$ cat src/rtl/ssq_pkg.sv
// Purpose: Shared constants and carrier types of the sleep-state sequencer.
// Assumes: 10 MHz sequencer clock.
// Notes: Times are in nanoseconds; cycle counts derive from the clock period.
`default_nettype none
package ssq_pkg;
  localparam int unsigned CLK_PERIOD_NS = 100;
  localparam int unsigned DEGLITCH_NS = 2000;
  localparam int unsigned SLEEP_DELAY_NS = 200000;
  localparam int unsigned LATCH_DELAY_NS = 3000000;
  localparam int unsigned MAIN_DELAY_NS = 25000000;
  localparam int unsigned RAMP_NS = 1000000;
  localparam int unsigned DEGLITCH_CYC = (DEGLITCH_NS + CLK_PERIOD_NS - 1)
                                         / CLK_PERIOD_NS;
  localparam int unsigned SLEEP_DELAY_CYC = SLEEP_DELAY_NS / CLK_PERIOD_NS;
  localparam int unsigned LATCH_DELAY_CYC = LATCH_DELAY_NS / CLK_PERIOD_NS;
  localparam int unsigned MAIN_DELAY_CYC = MAIN_DELAY_NS / CLK_PERIOD_NS;
  localparam int unsigned RAMP_CYC = RAMP_NS / CLK_PERIOD_NS;
  localparam int unsigned CNT_W = 24;
  localparam int unsigned SYNC_W = 17;

  // Bit positions of the synchronised input vector.
  localparam int unsigned IX_S3 = 0;
  localparam int unsigned IX_S5 = 1;
  localparam int unsigned IX_D5 = 2;
  localparam int unsigned IX_MEMORY_VOLTAGE_SELECT = 3;
  localparam int unsigned IX_SHDN = 4;
  localparam int unsigned IX_OK33 = 5;
  localparam int unsigned IX_OK5 = 6;
  localparam int unsigned IX_OK12 = 7;
  localparam int unsigned IX_UV18 = 8;
  localparam int unsigned IX_UV33D = 9;
  localparam int unsigned IX_UVMEM = 10;
  localparam int unsigned IX_UVCLK = 11;
  localparam int unsigned IX_UV5D = 12;
  localparam int unsigned IX_TLO = 13;
  localparam int unsigned IX_THI = 14;
  localparam int unsigned IX_UVMEMX = 15;
  localparam int unsigned IX_SPARE = 16;

  typedef enum logic [6:0] {
    SSQ_ST_OFF = 7'b000_0001,
    SSQ_ST_RAMP1 = 7'b000_0010,
    SSQ_ST_WAIT = 7'b000_0100,
    SSQ_ST_RAMP2 = 7'b000_1000,
    SSQ_ST_SLEEP = 7'b001_0000,
    SSQ_ST_ACTWAIT = 7'b010_0000,
    SSQ_ST_ACTIVE = 7'b100_0000
  } ssq_state_t;

  typedef enum logic [2:0] {
    SSQ_PW_ACT = 3'b001,
    SSQ_PW_S3 = 3'b010,
    SSQ_PW_S5 = 3'b100
  } ssq_pwr_t;

  typedef struct packed {
    logic dual33;
    logic sb18;
    logic mem;
    logic clk;
    logic dual5;
  } ssq_rails_t;
endpackage
`default_nettype wire

$ cat src/rtl/ssq_sequencer.sv
// Purpose: Sleep-state power sequencer control logic for a multi-rail part.
// Assumes: All inputs are asynchronous pins or comparator outputs.
// Notes: Ramps are modelled as timed phases; analog behaviour is outside.
`default_nettype none

// What this block does
// - Dual-5V sleep support tracks its pin only when active, off or starting.
// - Both sleep request inputs are deglitched; short pulses are ignored.
// - Sleep3 falling starts a timer; expiry picks deep or RAM sleep.
// - Standby POR release starts first ramp of dual 3.3V and 1.8V.
// - First ramp end enables their monitors and idles the ramp.
// - After a timeout, latch selections and start the second ramp.
// - Second ramp end enables remaining monitors; ramp idles.
// - Clock rail stays off in sleep; on only when active and supplies good.
// - Both requests high at bias-up means active wake after supply timeout.
// - Standby rails come up right after POR, regardless of requests.
// - Main timeout expiry starts memory and clock ramp and the switch gate.
// - After the active ramp the sequencer idles until a sleep request.
// - Any monitored output undervoltage raises the fault indication; clock rail undervoltage only in the active state.
// - Undervoltage on an externally passed rail only flags a fault.
// - Undervoltage on an on-chip passed rail flags and latches it off.
// - Shutdown disables rails, clears fault and rail-off latches; release restarts.
// - Early standby rail undervoltage latches the whole device off.
// - Low overtemp flags fault; high overtemp disables rails until cool.
// - Main supply loss while active forces deep sleep with a fault.
// - Forced deep sleep ends on supply recovery, POR or shutdown.
// - Memory voltage comparator is sampled once per start and latched.
// - Direct moves between the two sleep states are refused.
// - In sleep, dual 5V follows sleep support; when active, on once the main timeout expires.
module ssq_sequencer #(
  parameter int unsigned LATCH_CYC = ssq_pkg::LATCH_DELAY_CYC,
  parameter int unsigned MAIN_CYC = ssq_pkg::MAIN_DELAY_CYC,
  parameter int unsigned RAMP_LEN = ssq_pkg::RAMP_CYC
) (
  // Clock and standby power-on reset
  input wire logic i_clk,
  input wire logic i_rst_b,
  // Sleep requests and selections
  input wire logic i_sleep3_request_n,
  input wire logic i_sleep5_request_n,
  input wire logic i_dual5_sleep_support,
  input wire logic i_memory_voltage_select,
  input wire logic i_shutdown,
  // Main supply good flags
  input wire logic i_main33_ok,
  input wire logic i_main5_ok,
  input wire logic i_main12_ok,
  // Output undervoltage flags and temperature comparators
  input wire logic i_uv_sb18,
  input wire logic i_uv_dual33,
  input wire logic i_uv_mem_int,
  input wire logic i_uv_mem_ext,
  input wire logic i_uv_clk,
  input wire logic i_uv_dual5,
  input wire logic i_temp_low,
  input wire logic i_temp_high,
  // Rail controls and indications
  output logic [4:0] o_rail_en,
  output logic o_active_switch_gate,
  output logic o_fault_and_memsel_pin,
  output logic o_mem_high_voltage,
  output logic o_dual5_sleep_latched,
  output logic o_monitors_early,
  output logic o_monitors_all,
  output logic [2:0] o_power_state
);
  logic [ssq_pkg::SYNC_W-1:0] raw, s1, s2, s3;
  logic [ssq_pkg::SYNC_W-1:0] sy;
  assign raw = {1'b0, i_uv_mem_ext, i_temp_high, i_temp_low, i_uv_dual5,
                i_uv_clk, i_uv_mem_int, i_uv_dual33, i_uv_sb18, i_main12_ok,
                i_main5_ok, i_main33_ok, i_shutdown, i_memory_voltage_select,
                i_dual5_sleep_support, i_sleep5_request_n, i_sleep3_request_n};

  // Three stages; a change counts once stages two and three agree.
  always_ff @(posedge i_clk or negedge i_rst_b) begin
    if (!i_rst_b) begin
      s1 <= '0;
      s2 <= '0;
      s3 <= '0;
      sy <= '0;
    end else begin
      s1 <= raw;
      s2 <= s1;
      s3 <= s2;
      sy <= (s2 & s3) | (sy & (s2 | s3));
    end
  end

  // Request deglitch: a level must hold for the whole interval.
  // Requests read high from reset, matching their pulled-up idle level.
  logic [1:0] req;
  logic [7:0] dg_cnt [2];
  genvar g;
  for (g = 0; g < 2; g++) begin : g_dg
    always_ff @(posedge i_clk or negedge i_rst_b) begin
      if (!i_rst_b) begin
        req[g] <= 1'b1;
        dg_cnt[g] <= '0;
      end else if (sy[g] == req[g]) begin
        dg_cnt[g] <= '0;
      end else if (dg_cnt[g] == 8'(ssq_pkg::DEGLITCH_CYC - 1)) begin
        req[g] <= sy[g];
        dg_cnt[g] <= '0;
      end else begin
        dg_cnt[g] <= dg_cnt[g] + 8'h01;
      end
    end
  end

  wire s3n = req[ssq_pkg::IX_S3];
  wire s5n = req[ssq_pkg::IX_S5];
  wire shdn = sy[ssq_pkg::IX_SHDN];
  wire mains_ok = sy[ssq_pkg::IX_OK33] & sy[ssq_pkg::IX_OK5]
                  & sy[ssq_pkg::IX_OK12];
  wire hot = sy[ssq_pkg::IX_THI];
  wire illegal_req = s3n & ~s5n;

  ssq_pkg::ssq_state_t state, next_state;
  ssq_pkg::ssq_pwr_t pwr;
  logic [ssq_pkg::CNT_W-1:0] cnt;
  logic [ssq_pkg::CNT_W-1:0] slp_cnt;
  logic slp_timing, forced_s5, dead, overheat, mon_early, mon_all;
  logic mem_off, clk_off, sb18_off, d5_sleep, mem_hi;

  wire ramp_done = cnt == ssq_pkg::CNT_W'(RAMP_LEN - 1);
  wire latch_done = cnt == ssq_pkg::CNT_W'(LATCH_CYC - 1);
  wire main_done = cnt == ssq_pkg::CNT_W'(MAIN_CYC - 1);
  wire slp_done = slp_cnt == ssq_pkg::CNT_W'(ssq_pkg::SLEEP_DELAY_CYC - 1);
  wire is_active = pwr == ssq_pkg::SSQ_PW_ACT;
  wire uv_early = sy[ssq_pkg::IX_UV18] | sy[ssq_pkg::IX_UV33D];

  always_comb begin
    next_state = state;
    case (state)
      ssq_pkg::SSQ_ST_OFF:
        next_state = ssq_pkg::SSQ_ST_RAMP1;
      ssq_pkg::SSQ_ST_RAMP1:
        if (ramp_done) next_state = ssq_pkg::SSQ_ST_WAIT;
      ssq_pkg::SSQ_ST_WAIT:
        if (latch_done) next_state = ssq_pkg::SSQ_ST_RAMP2;
      ssq_pkg::SSQ_ST_RAMP2:
        if (ramp_done) begin
          next_state = is_active ? ssq_pkg::SSQ_ST_ACTWAIT
                                 : ssq_pkg::SSQ_ST_SLEEP;
        end
      ssq_pkg::SSQ_ST_SLEEP:
        if (is_active) next_state = ssq_pkg::SSQ_ST_ACTWAIT;
      ssq_pkg::SSQ_ST_ACTWAIT:
        if (!is_active) next_state = ssq_pkg::SSQ_ST_SLEEP;
        else if (main_done) next_state = ssq_pkg::SSQ_ST_ACTIVE;
      ssq_pkg::SSQ_ST_ACTIVE:
        if (!is_active) next_state = ssq_pkg::SSQ_ST_SLEEP;
      default:
        next_state = ssq_pkg::SSQ_ST_OFF;
    endcase
  end

  // Shutdown and the whole-device latch hold the sequencer at its start.
  wire hold = shdn | dead;
  wire st_change = next_state != state;
  wire cnt_run = (state == ssq_pkg::SSQ_ST_ACTWAIT) ? mains_ok : 1'b1;
  wire timed = (state != ssq_pkg::SSQ_ST_SLEEP)
               && !(state == ssq_pkg::SSQ_ST_ACTIVE && ramp_done);

  always_ff @(posedge i_clk or negedge i_rst_b) begin
    if (!i_rst_b) begin
      state <= ssq_pkg::SSQ_ST_OFF;
      cnt <= '0;
    end else if (hold) begin
      state <= ssq_pkg::SSQ_ST_OFF;
      cnt <= '0;
    end else begin
      state <= next_state;
      if (st_change || !cnt_run) cnt <= '0;
      else if (timed) cnt <= cnt + 1'b1;
    end
  end

  // Sleep entry timer and power-state decisions.
  wire go_sleep = slp_timing && slp_done;
  wire act_loss = is_active && state == ssq_pkg::SSQ_ST_ACTIVE && !mains_ok;
  always_ff @(posedge i_clk or negedge i_rst_b) begin
    if (!i_rst_b) begin
      pwr <= ssq_pkg::SSQ_PW_S5;
      slp_timing <= 1'b0;
      slp_cnt <= '0;
      forced_s5 <= 1'b0;
    end else if (shdn) begin
      forced_s5 <= 1'b0;
      slp_timing <= 1'b0;
      slp_cnt <= '0;
      if (state == ssq_pkg::SSQ_ST_OFF && s3n && s5n) begin
        pwr <= ssq_pkg::SSQ_PW_ACT;
      end
    end else if (forced_s5) begin
      if (mains_ok) forced_s5 <= 1'b0;
    end else if (act_loss) begin
      pwr <= ssq_pkg::SSQ_PW_S5;
      forced_s5 <= 1'b1;
    end else if (is_active) begin
      if (s3n) begin
        slp_timing <= 1'b0;
        slp_cnt <= '0;
      end else if (go_sleep) begin
        pwr <= s5n ? ssq_pkg::SSQ_PW_S3 : ssq_pkg::SSQ_PW_S5;
        slp_timing <= 1'b0;
      end else begin
        slp_timing <= 1'b1;
        slp_cnt <= slp_timing ? slp_cnt + 1'b1 : '0;
      end
    end else if (s3n && s5n) begin
      pwr <= ssq_pkg::SSQ_PW_ACT;
    end else if (illegal_req) begin
      pwr <= pwr;
    end
  end

  // Selections, fault latches and monitor enables.
  wire d5_open = is_active || state == ssq_pkg::SSQ_ST_OFF ||
                 state == ssq_pkg::SSQ_ST_RAMP1 ||
                 state == ssq_pkg::SSQ_ST_WAIT;
  always_ff @(posedge i_clk or negedge i_rst_b) begin
    if (!i_rst_b) begin
      d5_sleep <= 1'b0;
      mem_hi <= 1'b0;
      dead <= 1'b0;
      overheat <= 1'b0;
      sb18_off <= 1'b0;
      mem_off <= 1'b0;
      clk_off <= 1'b0;
      mon_early <= 1'b0;
      mon_all <= 1'b0;
    end else begin
      if (d5_open && !hold) d5_sleep <= sy[ssq_pkg::IX_D5];
      if (state == ssq_pkg::SSQ_ST_WAIT && latch_done) begin
        mem_hi <= sy[ssq_pkg::IX_MEMORY_VOLTAGE_SELECT];
      end
      if (mon_early && !mon_all && uv_early) dead <= 1'b1;
      if (hot) overheat <= 1'b1;
      else if (!sy[ssq_pkg::IX_TLO]) overheat <= 1'b0;
      if (shdn) begin
        mem_off <= 1'b0;
        clk_off <= 1'b0;
        sb18_off <= 1'b0;
        mon_early <= 1'b0;
        mon_all <= 1'b0;
      end else begin
        if (mon_all && sy[ssq_pkg::IX_UVMEM]) mem_off <= 1'b1;
        if (mon_all && sy[ssq_pkg::IX_UVCLK]) clk_off <= 1'b1;
        if (mon_all && sy[ssq_pkg::IX_UV18]) sb18_off <= 1'b1;
        if (state == ssq_pkg::SSQ_ST_RAMP1 && ramp_done) begin
          mon_early <= 1'b1;
        end
        if (state == ssq_pkg::SSQ_ST_RAMP2 && ramp_done) begin
          mon_all <= 1'b1;
        end
      end
    end
  end

  wire uv_any = (mon_early && uv_early) || (mon_all && (sy[ssq_pkg::IX_UVMEM]
                | sy[ssq_pkg::IX_UVMEMX] | sy[ssq_pkg::IX_UV5D]
                | (sy[ssq_pkg::IX_UVCLK] && state == ssq_pkg::SSQ_ST_ACTIVE)));
  wire next_fault = !shdn && (uv_any || dead || forced_s5 || overheat
                    || sy[ssq_pkg::IX_TLO]);
  wire rails_ok = !hold && !overheat;
  wire up_main = state == ssq_pkg::SSQ_ST_ACTIVE;
  wire past_ramp2 = state == ssq_pkg::SSQ_ST_SLEEP
                    || state == ssq_pkg::SSQ_ST_ACTWAIT || up_main;
  ssq_pkg::ssq_rails_t next_rails;
  always_comb begin
    next_rails.dual33 = rails_ok;
    next_rails.sb18 = rails_ok && !sb18_off;
    next_rails.mem = rails_ok && !mem_off && (is_active ? up_main
                     : (state == ssq_pkg::SSQ_ST_RAMP2 || past_ramp2));
    next_rails.clk = rails_ok && !clk_off && up_main && mains_ok;
    next_rails.dual5 = rails_ok && (is_active ? up_main
                       : d5_sleep && (state == ssq_pkg::SSQ_ST_RAMP2
                       || past_ramp2));
  end

  always_ff @(posedge i_clk or negedge i_rst_b) begin
    if (!i_rst_b) begin
      o_rail_en <= '0;
      o_active_switch_gate <= 1'b0;
      o_fault_and_memsel_pin <= 1'b0;
    end else begin
      o_rail_en <= next_rails;
      o_active_switch_gate <= rails_ok && up_main;
      o_fault_and_memsel_pin <= next_fault;
    end
  end

  assign o_mem_high_voltage = mem_hi;
  assign o_dual5_sleep_latched = d5_sleep;
  assign o_monitors_early = mon_early;
  assign o_monitors_all = mon_all;
  assign o_power_state = pwr;
endmodule
`default_nettype wire

$ cat config.mk
export PLATFORM = sky130hd
export DESIGN_NAME = ssq_sequencer
export DESIGN_NICKNAME = d
export VERILOG_FILES = /design/src/rtl/ssq_pkg.sv /design/src/rtl/ssq_sequencer.sv
export SDC_FILE = /design/constraint.sdc
export NUM_CORES = 1
export LEC_CHECK = 0
export ABC_AREA = 1
export BUFFER_PORTS_ARGS = -buffer_cell sky130_fd_sc_hd__buf_2
export CAP_MARGIN = 20
export CORE_MARGIN = 1
export CORE_UTILIZATION = 40
export CTS_CLUSTER_DIAMETER = 80
export CTS_CLUSTER_SIZE = 40
export DETAILED_ROUTE_END_ITERATION = 10
export PLACE_DENSITY_LB_ADDON = 0.05
export SLEW_MARGIN = 5
export SYNTH_ARGS = -nofsm -noshare
export SYNTH_HDL_FRONTEND = slang
export SYNTH_SLANG_ARGS = --single-unit
$ cat constraint.sdc
create_clock -name i_clk -period 4 [get_ports i_clk]
set_clock_uncertainty 0.15 [all_clocks]
set_input_delay 0.4 -clock i_clk [delete_from_list [all_inputs] [get_ports i_clk]]
set_output_delay 0.4 -clock i_clk [all_outputs]
set_load 0.05 [all_outputs]
Yosys cells after proc, flatten, opt, wreduce, memory -nomap -nowiden
Index checks and enable logic that the tools add are counted.
- RAM bits: 0
- output and inout port bits: 14
- ROM bits: 0
- memories: 0
- bits in latches: 0
- bits in registers: 159
- logic and storage cells: 192
- equal/unequal tests: 25
- bitwise logic cells: 13
- divide/modulo/power cells: 0
- reductions and logical operators: 66
- $mul: 0
- $lt $le $gt $ge: 0
- muxes and demuxes: 58
- add/subtract/negate cells: 4
- shift-type cells: 0
- operators by type and width (kind ; number):
    2-to-1 mux 24 bit ; 10
    2-to-1 mux 7 bit ; 8
    case mux 7 bit (7 select lines) ; 1
    adder 24 x 1 -> 24 bit (second input constant) ; 2
    2-to-1 mux 8 bit ; 4
    logical AND 1 bit ; 31
    2-to-1 mux 3 bit ; 9
    2-to-1 mux 1 bit ; 25
    == test 24 x 11 -> 1 bit (second input constant) ; 1
    == test 24 x 14 -> 1 bit (second input constant) ; 1
    == test 24 x 15 -> 1 bit (second input constant) ; 1
    == test 24 x 18 -> 1 bit (second input constant) ; 1
    bitwise AND 17 x 16 -> 17 bit ; 1
    OR 16 x 17 -> 17 bit ; 1
    adder 8 x 1 -> 8 bit (second input constant) ; 2
    bitwise AND 16 bit ; 1
    == test 8 x 5 -> 1 bit (second input constant) ; 2
    OR 16 bit ; 1
    logical OR 1 bit ; 12
    nonzero test 2 bit ; 6
    zero test 1 bit ; 10
    == test 7 x 1 -> 1 bit (second input constant) ; 1
    == test 7 x 2 -> 1 bit (second input constant) ; 1
    == test 7 x 3 -> 1 bit (second input constant) ; 1
    other kinds (23) ; 33

Depth between registers and ports, before layout
Gate-level depths: netlist of run 1.
- depth in word-level cells: 10
- mapped depth: 13

Worst setup path after synthesis of run 1
OpenSTA, ideal clock, no wires.
- path type: flip-flop to flip-flop
- start point: register pwr[0], in the netlist o_power_state[0]
- end point: register slp_cnt[17] (netlist bit)
- library setup time: 118 ps
- cell stages (with the launch flop): 11
- arrival: 1800 ps
- setup slack: 1932 ps
- data required time: 3732 ps
- clock period less this slack: 2068 ps
- cell sequence: dfrtp_1 > inv_1 > nor3_4 > nand3_1 > nand3_1 > nand2_1 > nand2_1 > inv_2 > buf_2 > nand3_1 > nand2_1
- longest elaborated chain between the ends: 5
- elaborated cells between the ends (all ways): 6
- RTL lines (element ; line ; source):
    start: declaration ; ssq_sequencer.sv:119 ; ssq_pkg::ssq_pwr_t pwr;
    start signal: assignment ; ssq_sequencer.sv:184 ; pwr <= ssq_pkg::SSQ_PW_S5;
    start signal: assignment ; ssq_sequencer.sv:193 ; pwr <= ssq_pkg::SSQ_PW_ACT;
    start signal: assignment ; ssq_sequencer.sv:198 ; pwr <= ssq_pkg::SSQ_PW_S5;
    == test 3 x 1 -> 1 bit (*) ; ssq_sequencer.sv:129 ; wire is_active = pwr == ssq_pkg::SSQ_PW_ACT;
    logical AND 1 bit (2 in a row) ; ssq_sequencer.sv:181 ; wire act_loss = is_active && state == ssq_pkg::SSQ_ST_ACTIVE && !mains_ok;
    != test 2 bit (no line) ; -- ;
    AND reduction 4 bit (no line) (*) ; -- ;
    end signal: assignment ; ssq_sequencer.sv:209 ; slp_cnt <= slp_timing ? slp_cnt + 1'b1 : '0;
    end: declaration ; ssq_sequencer.sv:121 ; logic [ssq_pkg::CNT_W-1:0] slp_cnt;
Every way passes the cells marked *; elsewhere a longest branch is shown, timed or not.
A chain may end at the register's enable or synchronous reset.

Worst setup path in the final report of run 1
- start point: register slp_cnt[0] (netlist bit)
- end point: register slp_cnt[16] (netlist bit)
- longest elaborated chain between the ends: 8
- elaborated cells between the ends (all ways): 12
- RTL lines (element ; line ; source):
    adder 24 x 1 -> 24 bit ; ssq_sequencer.sv:209 ;
    2-to-1 mux 24 bit ; ssq_sequencer.sv:209 ;
    2-to-1 mux 24 bit ; ssq_sequencer.sv:204 ; end else if (go_sleep) begin
    2-to-1 mux 24 bit ; ssq_sequencer.sv:201 ; if (s3n) begin
    2-to-1 mux 24 bit ; ssq_sequencer.sv:200 ; end else if (is_active) begin
    2-to-1 mux 24 bit ; ssq_sequencer.sv:197 ; end else if (act_loss) begin
    2-to-1 mux 24 bit ; ssq_sequencer.sv:195 ; end else if (forced_s5) begin
    2-to-1 mux 24 bit ; ssq_sequencer.sv:188 ; end else if (shdn) begin
Several ways; a longest one is shown, not always the timed one. The select of a mux whose other input is x is not followed.

==> results.json, run 1 <==
{
  "grt_pass1_wl_um": 31510,
  "ys_top_cells_by_area": "dfrtp_1, nand2_1, nor2_1",
  "finalInstanceArea_um2": 9061,
  "areaGrowthSynthToFinish_pct": 15.63,
  "path_clk_slew_ns": 0.08,
  "p_leak_nw": 4.011,
  "period_share": 0.6603,
  "cp-end-kind": "flop",
  "maxSlewViolCount": 0,
  "cts_tree": "yes",
  "drv_cap": 0,
  "antenna_found_initial": 0,
  "num_vias": 6314,
  "drt_iter0_drc": 346,
  "ant_nets": 0,
  "rr_startpoint": "slp_cnt[0]",
  "numPortBuffers": 31,
  "crit_required_ns": 4.14,
  "tightest_slew_ns": 0.6898,
  "track_usage": 0.1993,
  "cts_buffer_depth": 2,
  "start_util": 0.4134,
  "intPower_mw": 2.602,
  "start_kind": "flop",
  "crit_type": "flop to flop",
  "place_congestion": 0.8666,
  "pwr-share-clk": 0.459,
  "clock_latency_ns": 0.43,
  "whs_endpoint": "s2[8]",
  "critPathMaxFanout": 36,
  "drc": 0,
  "vias_per_cell": 4.780,
  "grt_pass1_vias": 6265,
  "grt_max_degree": 74,
  "synthArstFlopShare": 1.000,
  "min_path_cells": 0,
  "numCtsBuffers": 17,
  "rr_worst_depth": 10,
  "path_common_cell": "nand2_1",
  "r2r_slack_ns": 1.36,
  "drt_pass1_iterations": 4,
  "critPathMaxStageDelay_ns": 0.44,
  "finalPower_mw": 3.647,
  "crit_arrival_ns": 2.78,
  "cts_sinks": 158,
  "ys_seq_area_frac": 0.5052,
  "status": "complete, no violations",
  "grt_overflow": 0,
  "top_level_ports": 32,
  "synthesis.instances": 996,
  "ys_types": 43,
  "htree_levels": 4,
  "ir_worst_vdd_v": 0.0003384,
  "yosys_warnings": 0,
  "seqPwrFrac": 0.468,
  "worstSetupStartpoint": "slp_cnt[0]",
  "slew_headroom": 0.5366,
  "slowest_stage": "dfrtp_1",
  "final_hold_viol_count": 0,
  "powerDensity_nw_per_um2": 402.4,
  "fp.dieW_um": 142.0,
  "switching_power_mw": 1.045,
  "clock.fmax_mhz": 378.6,
  "rsz0062_at_grt": "false",
  "diodes": 0,
  "setup-violations-final": 0,
  "synth.avg_cell_area_um2": 7.868,
  "die_area_um2": 20150,
  "synth-seq-cells": 158,
  "synth_edf_count": 0,
  "path_cells": "ha_1 > nand3_1 > nor2_1 > nand3_1 > nor2_1 > nand2_1 > nand2_1 > inv_2 > nand2_1 > o21ai_1",
  "period_minus_slack_ns": 2.641,
  "holdCritStartpoint": "s1[8]",
  "fp.dieH_um": 142.0,
  "power_frac_comb": 0.073,
  "synth_top_area_frac": 0.4918,
  "nets": 1070,
  "syn-num-nets": 1018,
  "post-dp-hpwl_um": 12610,
  "ys.flop_type": "dfrtp_1",
  "sw_frac_of_total": 0.2865,
  "wl_per_cell_um": 13.84,
  "synth_area_leader_cell": "dfrtp_1",
  "clock_tree.root_cell": "clkbuf_16",
  "synthesis.area_um2": 7836,
  "drive_above_1_share": 0.09614,
  "core_um2": 18960,
  "r2r-end": "slp_cnt[16]",
  "tns_ns": 0,
  "hold_path_class": "flop to flop",
  "dpl_cell_area_um2": 8252,
  "routed_wl_um": 18280,
  "num_rows": 50
}
-- through the flow --
step | util | instances | worst slack, ns | hold WS, ns
global route | 0.4780 | 1321 | 0.9878 | 0.2031
finish | 0.4780 | 1321 | 1.359 | 0.1988
detailed placement | 0.4353 | 1272 | 1.368 | 0.1847
floorplan | - | 996 | 1.933 | -0.04559
CTS | 0.4780 | 1321 | 1.324 | 0.2009
global placement | 0.4353 | 1272 | 1.481 | 0.1815
-- what timing repair did --
item	4_1_cts	5_1_grt
gates resized for setup	0	0
hold endpoints to repair	86	0
hold buffers	17	0
setup buffers	0	0
-- logic make-up after synthesis --
logic type,count (synthesis),synth area share
flip-flops,158,0.5052
AND/OR/NAND/NOR,605,0.3364
AO/OA/AOI/OAI,63,0.04279
XOR/XNOR,16,0.01788
adder cells (fa/ha/maj),20,0.02682
buffers and inverters,134,0.07089
-- layer usage --
| metal | global-route usage | wire (um) | vias up |
|---|---|---|---|
| met5 | 0 | 0 | - |
| met4 | 0.05772 | 206 | 0 |
| met3 | 0.03802 | 518 | 13 |
| met2 | 0.3046 | 7989 | 94 |
| met1 | 0.2876 | 9564 | 2933 |
| li1 | - | - | 3274 |
-- final cells by class --
type	count	area, um2
Clock inverter	15	214.0
Tap cell	260	325.3
Timing Repair Buffer	52	374.1
Clock buffer	17	425.4
Inverter	115	441.7
Fill cell	1864	9894
Multi-Input combinational cell	704	3322
Sequential cell	158	3959
-- cells in the final DEF (no fill, tap or decap), types with 2 or more instances in the layout --
master         netlist  layout
a21o_1               2       2
a21oi_1             21      21
and3_1               2       2
buf_2                7      30
buf_4                0       3
clkbuf_16            0      17
clkinv_4             2       3
clkinv_8             0      10
dfrtp_1            154     154
dfstp_2              4       4
dlygate4sd3_1        0      17
ha_1                 4       4
inv_1              110     110
inv_2                2       2
inv_6                0       3
maj3_1              16      16
nand2_1            262     262
nand2_2              2       2
nand2_4              3       3
nand3_1             90      90
nand4_1             20      20
nor2_1             167     167
nor2_2              12      12
nor2_4               5       5
nor3_1              31      31
nor4_1               2       2
o21ai_0             15      15
o21ai_1             18      18
o21bai_1             3       3
o22ai_1              2       2
xnor2_1              7       7
xor2_1               9       9
-- cell usage after synthesis, drive strengths merged, types with 7 or more instances --
cell / n
dfrtp: 154
o21ai: 33
buf: 15
xor2: 9
maj3: 16
inv: 112
a21oi: 21
xnor2: 7
nand4: 21
nor2: 184
nand3: 91
nor3: 32
nand2: 267
-- registers in the layout, indices dropped and copies added (netlist names), 3 cells and up --
register,flops
cnt,24
o_power_state,3
o_rail_en,5
s3,16
sy,16
s2,16
slp_cnt,24
state,7
s1,16
dg_cnt,16
-- how the worst max path moves through the flow --
stage,endpoint,slack [ns],cells after the start
after floorplan,slp_cnt[17],1.93,10
after global placement,slp_cnt[1],1.48,10
after detailed placement,slp_cnt[1],1.37,10
after CTS,slp_cnt[1],1.32,10
after global routing,slp_cnt[14],0.99,10
final,slp_cnt[16],1.36,10
-- power groups by stage --
| stage | sequential, mW | combinational (mW) | clock, mW |
|---|---|---|---|
| after floorplan | 1.76 | 0.140 | 0 |
| after global placement | 1.74 | 0.258 | 0 |
| after detailed placement | 1.74 | 0.260 | 0 |
| after CTS | 1.71 | 0.274 | 1.73 |
| after global routing | 1.72 | 0.304 | 1.80 |
| final | 1.71 | 0.266 | 1.67 |
-- critical path: cells and delay by family, from the launching register on --
kind / cells / cell delay, ns
fa+ha+maj: 1 / 0.29
flops: 1 / 0.44
buf+inv: 1 / 0.36
compound gates: 1 / 0.07
simple gates: 7 / 1.16
Power figures use the tool's default switching activity.
==> run 2: changes to the inputs <==
==> constraint.sdc (replaced) <==
create_clock -name i_clk -period 2.6 [get_ports i_clk]
set_clock_uncertainty 0.15 [all_clocks]
set_input_delay 0.26 -clock i_clk [delete_from_list [all_inputs] [get_ports i_clk]]
set_output_delay 0.26 -clock i_clk [all_outputs]
set_load 0.05 [all_outputs]
==> run 2 against run 1 <==
  * Non-clock buffer count grew 13
  * Worst setup slack lost 1.0 ns
  * Sequential cell count is the same
  * Die area is the same
  * Wire length grew 2.5%
  * Global-route usage grew 0.66 points
  * Cell count grew 0.98%
  * Critical path type unchanged
  * Critical endpoint is now slp_cnt[1]
  * Largest cell class unchanged
  * Highest routed layer unchanged
==> results.json, run 2 (synthesis results as in run 1) <==
{
  "status": "complete, no violations",
  "final_hold_viol_count": 0,
  "grt_max_degree": 57,
  "ctsResizeCount": 0,
  "ir_worst_vdd_v": 0.0004403,
  "period_share": 0.8754,
  "r2r-end": "slp_cnt[1]",
  "drv_cap": 0,
  "numPortBuffers": 31,
  "post_cts_buffers": 0,
  "cts_tree": "yes",
  "hold_path_class": "input pin to asynchronous set/reset pin",
  "critPathMaxFanout": 36,
  "p_leak_nw": 4.086,
  "critPathMaxStageDelay_ns": 0.43,
  "num_vias": 6431,
  "numCtsBuffers": 17,
  "period_minus_slack_ns": 2.276,
  "clock.fmax_mhz": 439.4,
  "place_congestion": 0.8909,
  "cts_buffer_depth": 2,
  "wl_per_cell_um": 14.04,
  "drive_above_1_share": 0.1071,
  "slowest_stage": "dfrtp_1",
  "routed_wl_um": 18740,
  "antenna_found_initial": 0,
  "crit_arrival_ns": 2.42,
  "fp.dieH_um": 142.0,
  "r2r_slack_ns": 0.32,
  "start_kind": "flop",
  "powerDensity_nw_per_um2": 618.0,
  "largestRegisters": "cnt: 24 flops, slp_cnt: 24 flops",
  "maxSlewViolCount": 0,
  "diodes": 0,
  "drc": 0,
  "clock_tree.root_cell": "clkbuf_16",
  "placed_cells": 1285,
  "setup-violations-final": 0,
  "grt_overflow": 0,
  "rsz0062_at_grt": "false",
  "drt_pass1_iterations": 5,
  "post-dp-hpwl_um": 12810,
  "rr_startpoint": "slp_cnt[0]",
  "cp_top_family": "simple AND/OR/NAND/NOR gates",
  "track_usage": 0.2059,
  "start_util": 0.4134,
  "final_cell_mix": "nand2_1, nor2_1, dfrtp_1",
  "final_common_cell": "nand2_1",
  "tns_ns": 0,
  "clock_latency_ns": 0.43,
  "vias_per_cell": 4.821,
  "ant_nets": 0,
  "cp-end-kind": "flop",
  "cp_num_cells": 10,
  "critPathBufInv": 1,
  "crit_type": "flop to flop",
  "crit_required_ns": 2.74,
  "core_um2": 18960,
  "cts_sinks": 158,
  "path_cells": "ha_1 > nand3_1 > nor2_1 > nand3_1 > nor2_1 > nand2_1 > nand2_1 > inv_2 > nand3_1 > o21ai_1",
  "finalPower_mw": 5.666,
  "rr_worst_depth": 10,
  "fp.dieW_um": 142.0,
  "worstSetupStartpoint": "slp_cnt[0]",
  "top_level_ports": 32,
  "tightest_slew_ns": 0.6544,
  "final_cells": 1334,
  "holdBufCountCts": 17,
  "endpoint": "slp_cnt[1]",
  "areaGrowthSynthToFinish_pct": 17.00,
  "grt_pass1_vias": 6409,
  "die_area_um2": 20150,
  "drt_iter0_drc": 383,
  "num_rows": 50,
  "grt_pass1_wl_um": 32350,
  "htree_levels": 4,
  "path_clk_slew_ns": 0.08,
  "slew_headroom": 0.5638,
  "path_common_cell": "nand3_1",
  "nets": 1083
}
==> run 2: cell types whose count changed in the layout (fill, tap and decap cells not counted) <==
cell / delta
inv_6: +1
clkinv_8: -4
inv_12: +1
inv_8: +3
buf_4: +11
buf_12: +2
clkinv_4: -1
==> run 2: cell type report <==
type                       instances  area, um2
clock buffer                      17      425.4
clock inverter                    15      198.9
fill                            1835       9787
inverter                         115      441.7
multi-input combinational        704       3322
sequential                       158       3959
tap                              260      325.3
timing repair buffer              65      496.7
==> run 2: power by group <==
group	switching [mW]	total, mW	internal [mW]
registers	0.0727	2.63	2.56
clock network	1.27	2.60	1.33
logic	0.294	0.430	0.136
total	1.64	5.67	4.03
==> run 2: how the worst min path moves through the flow <==
| stage | from | depth (start not counted) | slack, ns | endpoint |
|---|---|---|---|---|
| floorplan | i_rst_b | 0 | -0.19 | clk_off |
| global placement | i_rst_b | 1 | 0.1 | cnt[23] |
| detailed placement | i_rst_b | 1 | 0.1 | cnt[5] |
| CTS | s1[8] | 0 | 0.20 | s2[8] |
| global route | s1[10] | 0 | 0.21 | s2[10] |
| finish | i_rst_b | 2 | 0.19 | cnt[21] |
==> run 2: per-layer routing <==
layer	vias to the layer above	part of all wire	GRT usage
li1	3306	-	-
met2	119	0.44	0.3207
met1	2989	0.52	0.2936
met4	0	0.011	0.05772
met3	17	0.033	0.03802
met5	-	0	0
==> run 2: per-stage QoR <==
step	setup WS, ns	hold WS [ns]	util	instance area, um2
5_1_grt	0.09354	0.2051	0.4837	9169
3_5_place_dp	0.3446	0.09745	0.4418	8374
3_3_place_gp	0.3900	0.09929	0.4418	8374
6_report	0.3239	0.1914	0.4837	9169
2_1_floorplan	0.5325	-0.1856	-	7836
4_1_cts	0.3360	0.1997	0.4837	9169
==> run 3: changes to the inputs <==
--- a/config.mk
+++ b/config.mk
@@ -14,6 +14,7 @@
 export CTS_CLUSTER_SIZE = 40
 export DETAILED_ROUTE_END_ITERATION = 10
 export PLACE_DENSITY_LB_ADDON = 0.05
+export RECOVER_POWER = 50
 export SLEW_MARGIN = 5
 export SYNTH_ARGS = -nofsm -noshare
 export SYNTH_HDL_FRONTEND = slang
==> run 3 against run 2 <==
  * Design area barely moved
  * Wire length did not move
  * Register-to-register slack barely moved
  * Non-clock buffer count did not move
  * Sequential share of layout area barely moved
  * Hold slack improved by 0.0056 ns
  * Worst setup slack did not move
  * Clock-buffer cell count did not move
  * Via count barely moved
  * Utilization barely moved
==> results.json, run 3 (synthesis results as in run 1) <==
{
  "status": "complete, no violations",
  "period_minus_slack_ns": 2.276,
  "crit_arrival_ns": 2.42,
  "rsz0062_at_grt": "false",
  "holdCritStartpoint": "s1[10]",
  "powerDensity_nw_per_um2": 618.3,
  "die_area_um2": 20150,
  "fp.dieH_um": 142.0,
  "post_cts_buffers": 0,
  "diodes": 0,
  "min_path_cells": 0,
  "ir_worst_vdd_v": 0.0004403,
  "final_cell_mix": "nand2_1, nor2_1, dfrtp_1",
  "path_clk_slew_ns": 0.08,
  "setup_slack_ns": 0.3239,
  "n_fill_cell": 1837,
  "pre_cts_slack_ns": 0.3446,
  "critPathMaxFanout": 36,
  "antenna_found_initial": 0,
  "drt_iter0_drc": 383,
  "routed_wl_um": 18740,
  "place_congestion": 0.8909,
  "crit_required_ns": 2.74,
  "wl_per_cell_um": 14.04,
  "clock_latency_ns": 0.43,
  "final_hold_viol_count": 0,
  "cp-end-kind": "flop",
  "post-dp-hpwl_um": 12810,
  "areaGrowthSynthToFinish_pct": 16.92,
  "crit_type": "flop to flop",
  "grt_pass1_vias": 6409,
  "maxSlewViolCount": 0,
  "hold_path_class": "flop to flop",
  "grt_overflow": 0,
  "fp.dieW_um": 142.0,
  "core_um2": 18960,
  "drc": 0,
  "drive_above_1_share": 0.1071,
  "final_cells": 1334,
  "num_vias": 6432,
  "tns_ns": 0,
  "rr_startpoint": "slp_cnt[0]",
  "slew_headroom": 0.1057,
  "placed_cells": 1285,
  "grt_max_degree": 57,
  "rr_worst_depth": 10,
  "drv_cap": 0,
  "numPortBuffers": 31,
  "path_common_cell": "nand3_1",
  "dpl_cell_area_um2": 8374,
  "final_common_cell": "nand2_1",
  "setup-violations-final": 0,
  "start_util": 0.4134,
  "num_rows": 50,
  "htree_levels": 4,
  "grt_pass1_wl_um": 32350,
  "cts_sinks": 158,
  "cts_buffer_depth": 2,
  "period_share": 0.8754,
  "clock_tree.root_cell": "clkbuf_16",
  "critPathMaxStageDelay_ns": 0.43,
  "top_level_ports": 32,
  "path_cells": "ha_1 > nand3_1 > nor2_1 > nand3_1 > nor2_1 > nand2_1 > nand2_1 > inv_2 > nand3_1 > o21ai_1",
  "r2r-end": "slp_cnt[1]",
  "p_leak_nw": 4.084,
  "ant_nets": 0,
  "clock.fmax_mhz": 439.4,
  "vias_per_cell": 4.822,
  "numCtsBuffers": 17,
  "cts_tree": "yes",
  "start_kind": "flop",
  "track_usage": 0.2059,
  "slowest_stage": "dfrtp_1",
  "drt_pass1_iterations": 5,
  "largestRegisters": "cnt: 24 flops, slp_cnt: 24 flops",
  "r2r_slack_ns": 0.32,
  "nets": 1083,
  "tightest_slew_ns": 1.341,
  "holdWs_ns": 0.1970,
  "whs_endpoint": "s2[10]",
  "finalInstanceArea_um2": 9163
}
==> run 3: cell types whose count changed in the layout (fill, tap and decap cells not counted) <==
cell,before,now
clkbuf_2,0,1
buf_6,1,0
==> run 3: layout make-up <==
class,instances,area (um2),area share
Multi-Input combinational cell,704,3322,0.3626
Sequential cell,158,3959,0.4321
Tap cell,260,325.3,0.03550
Inverter,115,441.7,0.04820
Timing Repair Buffer,65,490.5,0.05353
Clock inverter,15,198.9,0.02171
Clock buffer,17,425.4,0.04643
==> run 3: report_power, final <==
group | switching [mW] | internal (mW)
clock | 1.27 | 1.33
combinational | 0.294 | 0.135
sequential | 0.0727 | 2.56
total | 1.64 | 4.03
==> run 3: worst max path at each step <==
stage                           startpoint          end  slack (ns)
after floorplan           o_power_state[0]  slp_cnt[17]        0.53
after global placement              cnt[0]      cnt[13]        0.39
after detailed placement            cnt[0]      cnt[16]        0.34
after CTS                           cnt[0]      cnt[16]        0.34
after global routing                cnt[0]      cnt[14]        0.09
final                           slp_cnt[0]   slp_cnt[1]        0.32
==> run 3: worst max-delay path, delay by kind of cell, from the launching register on <==
kind	cells	cell delay, ns
simple gates	7	0.93
flops	1	0.43
fa+ha+maj	1	0.31
compound gates	1	0.07
buf+inv	1	0.23
==> run 3: per-stage QoR <==
step / utilization / total power [mW]
5_1_grt: 0.4834 / 5.931
3_3_place_gp: 0.4418 / 3.099
2_1_floorplan: - / 2.920
6_report: 0.4834 / 5.665
3_5_place_dp: 0.4418 / 3.101
4_1_cts: 0.4837 / 5.771
==> run 3: layer usage <==
layer / wire length (um) / vias up / part of all wire / track usage
met2: 8210 / 119 / 0.44 / 0.3207
met5: 0 / - / 0 / 0
met4: 204 / 0 / 0.011 / 0.05772
li1: - / 3306 / - / -
met3: 615 / 17 / 0.033 / 0.03802
met1: 9704 / 2990 / 0.52 / 0.2936
==> run 3: repair_timing <==
| action | in CTS | in global routing |
|---|---|---|
| hold buffers | 17 | 0 |
| endpoints found under the hold margin | 62 | 0 |
| resized for setup | 0 | 0 |
